### src/hdl/link_ctrl_params.svh
// Purpose: register indices, field positions, reset values and widths of the link control bank
// Assumes: included by its bare name from every file that needs it
// Notes:   byte address of a register is its index times four
`ifndef LINK_CTRL_PARAMS_SVH
`define LINK_CTRL_PARAMS_SVH

// register indices; byte address is {index, 2'h0}
`define STEER_IDX      10'h09B
`define DITHER_IDX     10'h09D
`define MARKER_IDX     10'h160
`define LINK_IDX       10'h200
`define STATUS_IDX     10'h20F

// field widths and positions
`define STEER_W        5
`define STEER_MAX      5'h1F
`define DITHER_ON_BIT  0
`define DITHER_AMP_BIT 1
`define DITHER_ERR_BIT 2
`define MARKER_ON_BIT  0
`define LINK_ON_BIT    0
`define STAT_MARK_BIT  0
`define STAT_SWAP_BIT  1
`define STAT_RST_BIT   2

// reset values
`define STEER_RESET    5'h07
`define DITHER_RESET   3'h0
`define MARKER_RESET   1'h0
`define LINK_RESET     1'h1
`define ILA_CS_ZERO    2'h0

`endif

### src/hdl/link_ctrl_pkg.sv
// Purpose: shared types of the link control bank
// Assumes: constants live in link_ctrl_params.svh
// Notes:   nothing here is imported; users write link_ctrl_pkg::name
package link_ctrl_pkg;

  // which register an address selects
  typedef enum logic [2:0] {
    REG_NONE,
    REG_STEER,
    REG_DITHER,
    REG_MARKER,
    REG_LINK,
    REG_STATUS
  } reg_sel_t;

  typedef logic [7:0] reg_byte_t;

endpackage

### src/hdl/select_delay_line.sv
// Purpose: programmable delay of the core steering select during swaps
// Assumes: select and swap flag come from logic on clk_sys
// Notes:   output is registered; delay d adds d cycles on top of one
`timescale 1ns/100ps
`include "link_ctrl_params.svh"
module select_delay_line #(
  parameter int DEPTH = 32
) (
  input  wire logic                clk_sys,
  input  wire logic                rst,
  input  wire logic                sel_in,
  input  wire logic                swap_active,
  input  wire logic [`STEER_W-1:0] delay,
  output logic                     sel_out
);

  logic [DEPTH-1:0] hist;
  logic [DEPTH-1:0] next_hist;
  logic             next_sel_out;

  // history of the select; the tap is chosen only while a swap runs
  always_comb begin
    next_hist = {hist[DEPTH-2:0], sel_in};
    if (swap_active && (delay != '0)) begin
      next_sel_out = hist[delay - `STEER_W'(1)];
    end else begin
      next_sel_out = sel_in;
    end
  end

  always_ff @(posedge clk_sys) begin
    if (rst) begin
      hist    <= '0;
      sel_out <= 1'b0;
    end else begin
      hist    <= next_hist;
      sel_out <= next_sel_out;
    end
  end

endmodule // select_delay_line

### src/hdl/adc_swap_dither_link_ctrl.sv
// Purpose: configuration slice for core swap steering, dither, sample marker and link enable
// Assumes: APB slave on clk_sys; marker_pin is asynchronous, all other inputs are on clk_sys
// Notes:   zero-wait APB answer; reserved bits read as zero and ignore writes
`timescale 1ns/100ps
`include "link_ctrl_params.svh"

// How it works
// the steering select is delayed by a five-bit field that resets to seven.
// every delay value from zero to thirty-one is accepted and used.
// the delay acts only while a core swap runs; otherwise the select passes straight on.
// software tunes the delay so the swap lands where both sample streams are valid.
// software writes reserved bits only as zero.
// dither bit 0 turns dither on, and it resets off.
// dither bit 1 picks small (0) or large (1) dither amplitude.
// dither bit 2 sends the rounding error into noise (0) or offset and spurs (1).
// with marker bit 0 set, each output sample carries the marker input in its lowest bit.
// the marker sees the same latency through the block as the sample data.
// in a wider link field the marker takes the lowest padding bit and keeps the sample.
// the control-bit count announced in lane alignment stays zero.
// software turns on the marker input receiver together with marker insertion.
// link bit 0 resets to one; at zero the link is held in reset, powered down and gated.
// while the link is off the multiframe counter is held in reset.
// software clears link enable before changing other link settings.
// calibration is enabled before the link and disabled after it.
module adc_swap_dither_link_ctrl #(
  parameter int ADC_W  = 12,
  parameter int LINK_W = 16
) (
  input  wire logic              clk_sys,
  input  wire logic              rst,
  input  wire logic              psel,
  input  wire logic              penable,
  input  wire logic              pwrite,
  input  wire logic [11:0]       paddr,
  input  wire logic [31:0]       pwdata,
  input  wire logic [3:0]        pstrb,
  output logic      [31:0]       prdata,
  output logic                   pready,
  output logic                   pslverr,
  input  wire logic              steer_sel_in,
  input  wire logic              swap_active,
  output logic                   steer_sel_out,
  output logic                   dither_on,
  output logic                   dither_amplitude_sel,
  output logic                   dither_rounding_choice,
  input  wire logic [ADC_W-1:0]  adc_sample,
  input  wire logic              adc_sample_valid,
  input  wire logic              marker_pin,
  output logic      [LINK_W-1:0] link_sample,
  output logic                   link_sample_valid,
  output logic      [1:0]        ila_cs_count,
  output logic                   link_reset,
  output logic                   serializer_power_down,
  output logic                   link_clock_enable,
  output logic                   lmfc_counter_reset
);

  // reset image of the dither register; each field picks its own bit from it
  localparam logic [2:0] DITHER_RST = `DITHER_RESET;

  // register state
  logic [`STEER_W-1:0]        swap_steering_delay;
  logic                       marker_insert_on;
  logic                       serial_link_on;
  logic [`STEER_W-1:0]        next_swap_steering_delay;
  logic                       next_dither_on;
  logic                       next_dither_amplitude_sel;
  logic                       next_dither_rounding_choice;
  logic                       next_marker_insert_on;
  logic                       next_serial_link_on;
  logic [31:0]                next_prdata;
  logic                       next_pready;
  logic                       next_pslverr;
  link_ctrl_pkg::reg_sel_t    sel;
  link_ctrl_pkg::reg_byte_t   rd_byte;
  logic                       wr_fire;

  // data path state
  logic                       marker_s1;
  logic                       marker_s2;
  logic [ADC_W-1:0]           samp_d1;
  logic [ADC_W-1:0]           samp_d2;
  logic                       valid_d1;
  logic                       valid_d2;
  logic [LINK_W-1:0]          next_link_sample;
  logic                       next_link_sample_valid;

  // address decode of an aligned word
  function automatic link_ctrl_pkg::reg_sel_t addr_decode(input logic [11:0] a);
    case (a)
      {`STEER_IDX, 2'h0}:  addr_decode = link_ctrl_pkg::REG_STEER;
      {`DITHER_IDX, 2'h0}: addr_decode = link_ctrl_pkg::REG_DITHER;
      {`MARKER_IDX, 2'h0}: addr_decode = link_ctrl_pkg::REG_MARKER;
      {`LINK_IDX, 2'h0}:   addr_decode = link_ctrl_pkg::REG_LINK;
      {`STATUS_IDX, 2'h0}: addr_decode = link_ctrl_pkg::REG_STATUS;
      default:             addr_decode = link_ctrl_pkg::REG_NONE;
    endcase
  endfunction

  assign sel     = addr_decode(paddr);
  assign wr_fire = psel && penable && pready && pwrite && pstrb[0];

  // read value of the selected register; reserved bits read zero
  always_comb begin
    rd_byte = '0;
    case (sel)
      link_ctrl_pkg::REG_STEER:  rd_byte[`STEER_W-1:0] = swap_steering_delay;
      link_ctrl_pkg::REG_DITHER: begin
        rd_byte[`DITHER_ON_BIT]  = dither_on;
        rd_byte[`DITHER_AMP_BIT] = dither_amplitude_sel;
        rd_byte[`DITHER_ERR_BIT] = dither_rounding_choice;
      end
      link_ctrl_pkg::REG_MARKER: rd_byte[`MARKER_ON_BIT] = marker_insert_on;
      link_ctrl_pkg::REG_LINK:   rd_byte[`LINK_ON_BIT] = serial_link_on;
      link_ctrl_pkg::REG_STATUS: begin
        rd_byte[`STAT_MARK_BIT] = marker_s2;
        rd_byte[`STAT_SWAP_BIT] = swap_active;
        rd_byte[`STAT_RST_BIT]  = link_reset;
      end
      default: rd_byte = '0;
    endcase
  end

  // bus answer and register writes; reserved bits are dropped on write
  always_comb begin
    next_pready                 = psel && !penable;
    next_pslverr                = psel && !penable && (sel == link_ctrl_pkg::REG_NONE);
    next_prdata                 = prdata;
    next_swap_steering_delay    = swap_steering_delay;
    next_dither_on              = dither_on;
    next_dither_amplitude_sel   = dither_amplitude_sel;
    next_dither_rounding_choice = dither_rounding_choice;
    next_marker_insert_on       = marker_insert_on;
    next_serial_link_on         = serial_link_on;
    if (psel && !penable) begin
      next_prdata = {24'h0, rd_byte};
    end
    if (wr_fire) begin
      case (sel)
        link_ctrl_pkg::REG_STEER:  next_swap_steering_delay = pwdata[`STEER_W-1:0];
        link_ctrl_pkg::REG_DITHER: begin
          next_dither_on              = pwdata[`DITHER_ON_BIT];
          next_dither_amplitude_sel   = pwdata[`DITHER_AMP_BIT];
          next_dither_rounding_choice = pwdata[`DITHER_ERR_BIT];
        end
        link_ctrl_pkg::REG_MARKER: next_marker_insert_on = pwdata[`MARKER_ON_BIT];
        link_ctrl_pkg::REG_LINK:   next_serial_link_on = pwdata[`LINK_ON_BIT];
        default:                   next_serial_link_on = serial_link_on;
      endcase
    end
  end

  always_ff @(posedge clk_sys) begin
    if (rst) begin
      prdata                 <= 32'h0;
      pready                 <= 1'b0;
      pslverr                <= 1'b0;
      swap_steering_delay    <= `STEER_RESET;
      dither_on              <= DITHER_RST[`DITHER_ON_BIT];
      dither_amplitude_sel   <= DITHER_RST[`DITHER_AMP_BIT];
      dither_rounding_choice <= DITHER_RST[`DITHER_ERR_BIT];
      marker_insert_on       <= `MARKER_RESET;
      serial_link_on         <= `LINK_RESET;
    end else begin
      prdata                 <= next_prdata;
      pready                 <= next_pready;
      pslverr                <= next_pslverr;
      swap_steering_delay    <= next_swap_steering_delay;
      dither_on              <= next_dither_on;
      dither_amplitude_sel   <= next_dither_amplitude_sel;
      dither_rounding_choice <= next_dither_rounding_choice;
      marker_insert_on       <= next_marker_insert_on;
      serial_link_on         <= next_serial_link_on;
    end
  end

  // steering select delay line
  select_delay_line #(
    .DEPTH       (32)
  ) u_steer_delay (
    .clk_sys     (clk_sys),
    .rst         (rst),
    .sel_in      (steer_sel_in),
    .swap_active (swap_active),
    .delay       (swap_steering_delay),
    .sel_out     (steer_sel_out)
  );

  // output sample: sample in the top bits, marker in bit 0, zero while link is off
  always_comb begin
    next_link_sample       = '0;
    next_link_sample_valid = 1'b0;
    if (serial_link_on) begin
      next_link_sample[LINK_W-1 -: ADC_W] = samp_d2;
      if (marker_insert_on) begin
        next_link_sample[0] = marker_s2;
      end
      next_link_sample_valid = valid_d2;
    end
  end

  // marker synchroniser and matching two-stage sample delay
  always_ff @(posedge clk_sys) begin
    if (rst) begin
      marker_s1         <= 1'b0;
      marker_s2         <= 1'b0;
      samp_d1           <= '0;
      samp_d2           <= '0;
      valid_d1          <= 1'b0;
      valid_d2          <= 1'b0;
      link_sample       <= '0;
      link_sample_valid <= 1'b0;
    end else begin
      marker_s1         <= marker_pin;
      marker_s2         <= marker_s1;
      samp_d1           <= adc_sample;
      samp_d2           <= samp_d1;
      valid_d1          <= adc_sample_valid;
      valid_d2          <= valid_d1;
      link_sample       <= next_link_sample;
      link_sample_valid <= next_link_sample_valid;
    end
  end

  // link subsystem controls follow the enable bit; the control-bit count stays zero
  always_ff @(posedge clk_sys) begin
    if (rst) begin
      ila_cs_count          <= `ILA_CS_ZERO;
      link_reset            <= ~`LINK_RESET;
      serializer_power_down <= ~`LINK_RESET;
      link_clock_enable     <= `LINK_RESET;
      lmfc_counter_reset    <= ~`LINK_RESET;
    end else begin
      ila_cs_count          <= `ILA_CS_ZERO;
      link_reset            <= !serial_link_on;
      serializer_power_down <= !serial_link_on;
      link_clock_enable     <= serial_link_on;
      lmfc_counter_reset    <= !serial_link_on;
    end
  end
endmodule // adc_swap_dither_link_ctrl

### config.mk
export PLATFORM = sky130hd
export DESIGN_NAME = adc_swap_dither_link_ctrl
export DESIGN_NICKNAME = d
export VERILOG_FILES = /design/src/hdl/link_ctrl_pkg.sv /design/src/hdl/select_delay_line.sv /design/src/hdl/adc_swap_dither_link_ctrl.sv
export VERILOG_INCLUDE_DIRS = /design/src /design/src/hdl
export SDC_FILE = /design/constraint.sdc
export NUM_CORES = 1
export LEC_CHECK = 0
export BUFFER_PORTS_ARGS = -buffer_cell sky130_fd_sc_hd__clkbuf_2
export CORE_UTILIZATION = 49
export CTS_CLUSTER_DIAMETER = 200
export DETAILED_ROUTE_END_ITERATION = 12
export PLACE_DENSITY = 0.79
export SLEW_MARGIN = 20
export SYNTH_ARGS = -nofsm -noshare
export SYNTH_HDL_FRONTEND = slang
export SYNTH_SLANG_ARGS = --single-unit
### constraint.sdc
create_clock -name clk_sys -period 2.6 [get_ports clk_sys]
set_clock_uncertainty 0.15 [all_clocks]
set_input_delay 0.13 -clock clk_sys [delete_from_list [all_inputs] [get_ports clk_sys]]
set_output_delay 0.13 -clock clk_sys [all_outputs]
set_load 0.05 [all_outputs]
Word level (Yosys, flattened, before mapping)
Index checks and enable logic that the tools add are counted.

word-level totals
  bits in registers = 97
  input bits = 69
  word-level logic and storage cells = 61
  output and inout bits = 61

operators by class
  $add $sub $neg = 1
  multiplexer cells = 7
  order comparisons = 1
  reduce and logical (&&, ||, !) cells = 17
  bitwise logic cells = 2
  equal/unequal tests = 10

operators by type and width
  operator              number
  $eq 12x10->1 const B  2
  $eq 12x12->1 const B  2
  $pmux 3 s5            1
  $eq 12x11->1 const B  1
  $reduce_and 2->1      4
  $logic_and 1x1->1     7
  $eq 3x2->1 const B    2
  $eq 3x3->1 const B    2
  $lt 5x6->1 const B    1
  $pmux 2 s3            1
  $bmux 1 s5            1
  $pmux 1 s5            1
  $reduce_bool 5->1     1
  $sub 5x1->5 const B   1
  $eq 3x1->1 const B    1
  $logic_not 3->1       1
  $reduce_or 3->1       1
  $logic_not 1->1       2
  $mux 1                2
  $mux 2                1
  $not 1->1             2
  $reduce_or 2->1       1

Logic depth before layout (Yosys ltp)
  depth in word-level cells = 5
  depth in mapped cells = 9
  gate-level depth less buffers = 8

By module
A second synthesis with hierarchy kept.

second synthesis, totals
  cells, all modules = 337
  area total of the unflattened synthesis = 3,638.5 sq um

by module, submodules not included
  module                     seq. area each (sq um)  times used  area an instance (sq um)  cells each
  adc_swap_dither_link_ctrl  1,221.2                 1           2,351.0                   236
  select_delay_line          660.6                   1           1,287.5                   101

Worst setup path before layout
Ideal clock, no wire load.

  path kind = register to register
  from = register swap_steering_delay[0]
  to = register u_steer_delay.sel_out
  required time = 2,319 ps
  stages on the path, launching flop included = 9
  clock period less this slack = 2,375 ps
  path buffers = 1
  arrival = 2,095 ps
  setup time = 131 ps
  slack = 225 ps
  cell sequence = dfxtp_1 buf_6 inv_1 ha_1 xor2_4 mux4_2 o32a_1 o211ai_2 a21oi_2

on the way
  word-level cells in the longest chain between the ends = 4

RTL lines
  element                 RTL line                          RTL
  from (decl)             adc_swap_dither_link_ctrl.sv:62   logic [`STEER_W-1:0] swap_steering_delay;
  from (signal assigned)  adc_swap_dither_link_ctrl.sv:158  swap_steering_delay <= `STEER_RESET;
  from (signal assigned)  adc_swap_dither_link_ctrl.sv:168  swap_steering_delay <= next_swap_steering_delay;
  $sub 5x1->5             select_delay_line.sv:25           next_sel_out = hist[delay - `STEER_W'(1)];
  $bmux 1 s5              select_delay_line.sv:25
  $mux 1                  select_delay_line.sv:25
  $mux 1 *                select_delay_line.sv:24           if (swap_active && (delay != '0)) begin
  to (signal assigned)    select_delay_line.sv:37           sel_out <= next_sel_out;
  to (decl)               select_delay_line.sv:14           output logic sel_out

Mark *: on every way between the ends. The rest lies on a longest branch, timed or not. The select of a mux whose other input is x is not followed.
A chain may end at the register's enable or synchronous reset.

Final worst setup path
  from = register swap_steering_delay[1]
  to = register u_steer_delay.sel_out

Same word-level chain as after synthesis.

==> results.yml <==
logic_synthesis:
  yosys.area.top_type: "dfxtp_1"
  syn_area_um2: 3580
  synth_mux_area_frac: 0.0710
  synth_top_area_frac: 0.526
  yosys.area_share.simple: 0.236
  synth_area_leaders: "dfxtp_1, nor2b_1, buf_4"
  synthFlopType: "dfxtp_1"
  synth_compound_area_frac: 0.0556
  synth_cells: 332
  synth-seq-cells: 94
  yosysUniqueCellTypes: 53
  synth_top_family_by_area: "simple AND/OR/NAND/NOR gates"
  async_flop_share: 0
  synthXorXnorAreaFrac: 0.0101
  yosysWarnings: 0
  synthAdderAreaFrac: 0.00350
  synth-edff-count: 0
  synth.avg_cell_area_um2: 10.8
  ys_seq_area_frac: 0.526
sta:
  fin_crit_ps: 2380
  finalSetupViolCount: 0
  rsz0062_at_grt: "false"
  fmax_mhz: 419
  holdWs_ps: 17.9
  hold_viol: 0
  slew_violations: 0
  slew_headroom: 0.496
  setup-tns-final_ps: 0
  post-route-period-util: 0.917
  worst_pin_slew_ps: 754
cells_and_area:
  layout-drive-gt1-share: 0.244
  final_util: 0.619
  final_nets: 491
  syn2layout_area_growth_pct: 19.6
  diodes: 0
global_routing:
  grt_pass1_vias: 2237
  antenna_found_initial: 0
  grt_first_pass_wirelength_um: 10000
  grt_max_degree: 67
  grtUsageTotal: 0.173
  grt_overflow: 0
clock_network:
  cts.sinks: 94
  cts_resized: 0
  cts_tree: "built"
  insertion_delay_ps: 350
  numCtsBuffers: 9
  path_clk_slew_ps: 90
  cts_buffer_depth: 2
  cts_root_buf: "clkbuf_8"
  cts_max_level: 3
floorplan:
  initial_core_util: 0.518
  die_w_um: 87.4
  fp.coreArea_um2: 6910
  fp-row-count: 30
  io_pins: 130
  die_h_um: 87.4
  die_area_um2: 7650
power:
  peakVddDrop_uv: 345
  leakagePower_nw: 1.81
  power.density_nw_per_um2: 607
placed_design:
  hpwlAfterDp_um: 4210
  gp_congestion: 0.778
  portBuffers: 67
detailed_routing:
  wl_um: 6350
  vias: 2439
  drtPass1Iterations: 4
  drc: 0
  wire_per_inst_um: 12.2
  ant_nets: 0
  drt-vias-per-instance: 4.67
  first_iter_violations: 90
min_path:
  hold_path_class: "input pin to flip-flop"
  worstHoldPathCells: 5
run:
  maxCapViolations: 0
critical_path:
  ff2ff_path_depth: 7
  worstSetupPathType: "flip-flop to flip-flop"
  end_kind: "flip-flop"
  critPathLaunchType: "flip-flop"
  cp.required_ps: 2680
  crit_path_max_fanout: 5
  crit_arrival_ps: 2470
status:
  outcome: "complete, no violations"
[routing by layer]
metal	global-route usage	routed length [um]	up-vias
met3	0.0332	238	11
met1	0.208	2900	1129
met4	0.0835	93	0
li1	-	-	1225
met2	0.296	3110	74
met5	0	0	-
[logic make-up after synthesis]
| group | count (synthesis) |
|---|---|
| XOR/XNOR | 2 |
| flip-flops | 94 |
| AO/OA/AOI/OAI | 24 |
| AND/OR/NAND/NOR | 141 |
| buffers and inverters | 54 |
| multiplexers | 15 |
| adder cells (fa/ha/maj) | 1 |
| other | 1 |
[registers in the layout, summed over array words and instances (netlist names), 5 cells and up]
name / flops
u_steer_delay.hist: 32
samp_d2: 12
samp_d1: 12
swap_steering_delay: 5
prdata: 5
link_sample: 13
[per-stage QoR]
step / cell area (um^2) / cells / total power, mW / worst slack, ps
floorplan: 3690 / 363 / 1.73 / 225
global placement: 3860 / 482 / 1.75 / 315
detailed placement: 3860 / 482 / 1.75 / 258
CTS: 4280 / 522 / 2.61 / 239
global route: 4280 / 522 / 2.72 / 97.3
finish: 4280 / 522 / 2.60 / 216
[placed cells by master, fill, tap and decap left out, types with 2 or more instances in the layout]
cell	Yosys	routed
a21oi_1	3	3
and2_1	13	13
and3_1	2	2
buf_4	34	2
clkbuf_2	1	67
clkbuf_8	0	9
clkinv_4	0	2
clkinvlp_4	0	2
conb_1	1	32
dfxtp_1	94	94
dlygate4sd3_1	0	24
inv_1	7	7
mux2i_1	7	7
mux4_2	7	7
nand2_1	17	17
nand2b_1	2	2
nand3_1	7	7
nand3b_1	2	2
nand4_1	4	4
nand4b_1	3	3
nor2_1	17	17
nor2b_1	61	61
nor3_1	2	2
nor3_2	2	2
o211ai_1	4	4
o21ai_0	2	2
[synth_stat cells (2+ instances only)]
cell       n
a21oi_1    3
and2_1    13
and3_1     2
buf_4     34
buf_6      2
clkbuf_1   9
dfxtp_1   94
inv_1      7
mux2i_1    7
mux4_2     7
nand2_1   17
nand2b_1   2
nand3_1    7
nand3b_1   2
nand4_1    4
nand4b_1   3
nor2_1    17
nor2b_1   61
nor3_1     2
nor3_2     2
o211ai_1   4
o21ai_0    2
[area by class of cell]
type	count	area, um^2
multi-input combinational	215	1470
fill	597	2630
clock inverter	6	46.3
clock buffer	10	128
tap	96	120
timing repair buffer	94	611
inverter	7	26.3
sequential	94	1880
[where the power goes]
group          total, mW  internal [mW]  switching, mW
Combinational      0.271         0.0753          0.195
Clock              0.847          0.353          0.495
Sequential          1.48           1.47        0.00775
[worst paths after layout]
check                                     end  slack [ps]                           startpoint
max          u_steer_delay.sel_out$_SDFF_PP0_         220  swap_steering_delay[1]$_SDFFE_PP1P_
min          u_steer_delay.sel_out$_SDFF_PP0_          20                          swap_active
min reg2reg        link_sample[11]$_SDFF_PP0_         280                samp_d2[7]$_SDFF_PP0_
max reg2reg  u_steer_delay.sel_out$_SDFF_PP0_         220  swap_steering_delay[1]$_SDFFE_PP1P_
[worst max-delay path, stage by stage, from the launching register on]
cell and delay (ps):
dfxtp_1 440, inv_1 100, ha_1 280, xor2_4 260
mux4_2 520, o32a_1 380, o211ai_2 80, a21oi_2 70
[what timing repair did]
action                    4_1_cts  5_1_grt
hold endpoints to repair       29        0
setup buffers                   0        0
hold buffers                   24        0
No activity file was read; power rests on OpenSTA's default activity.
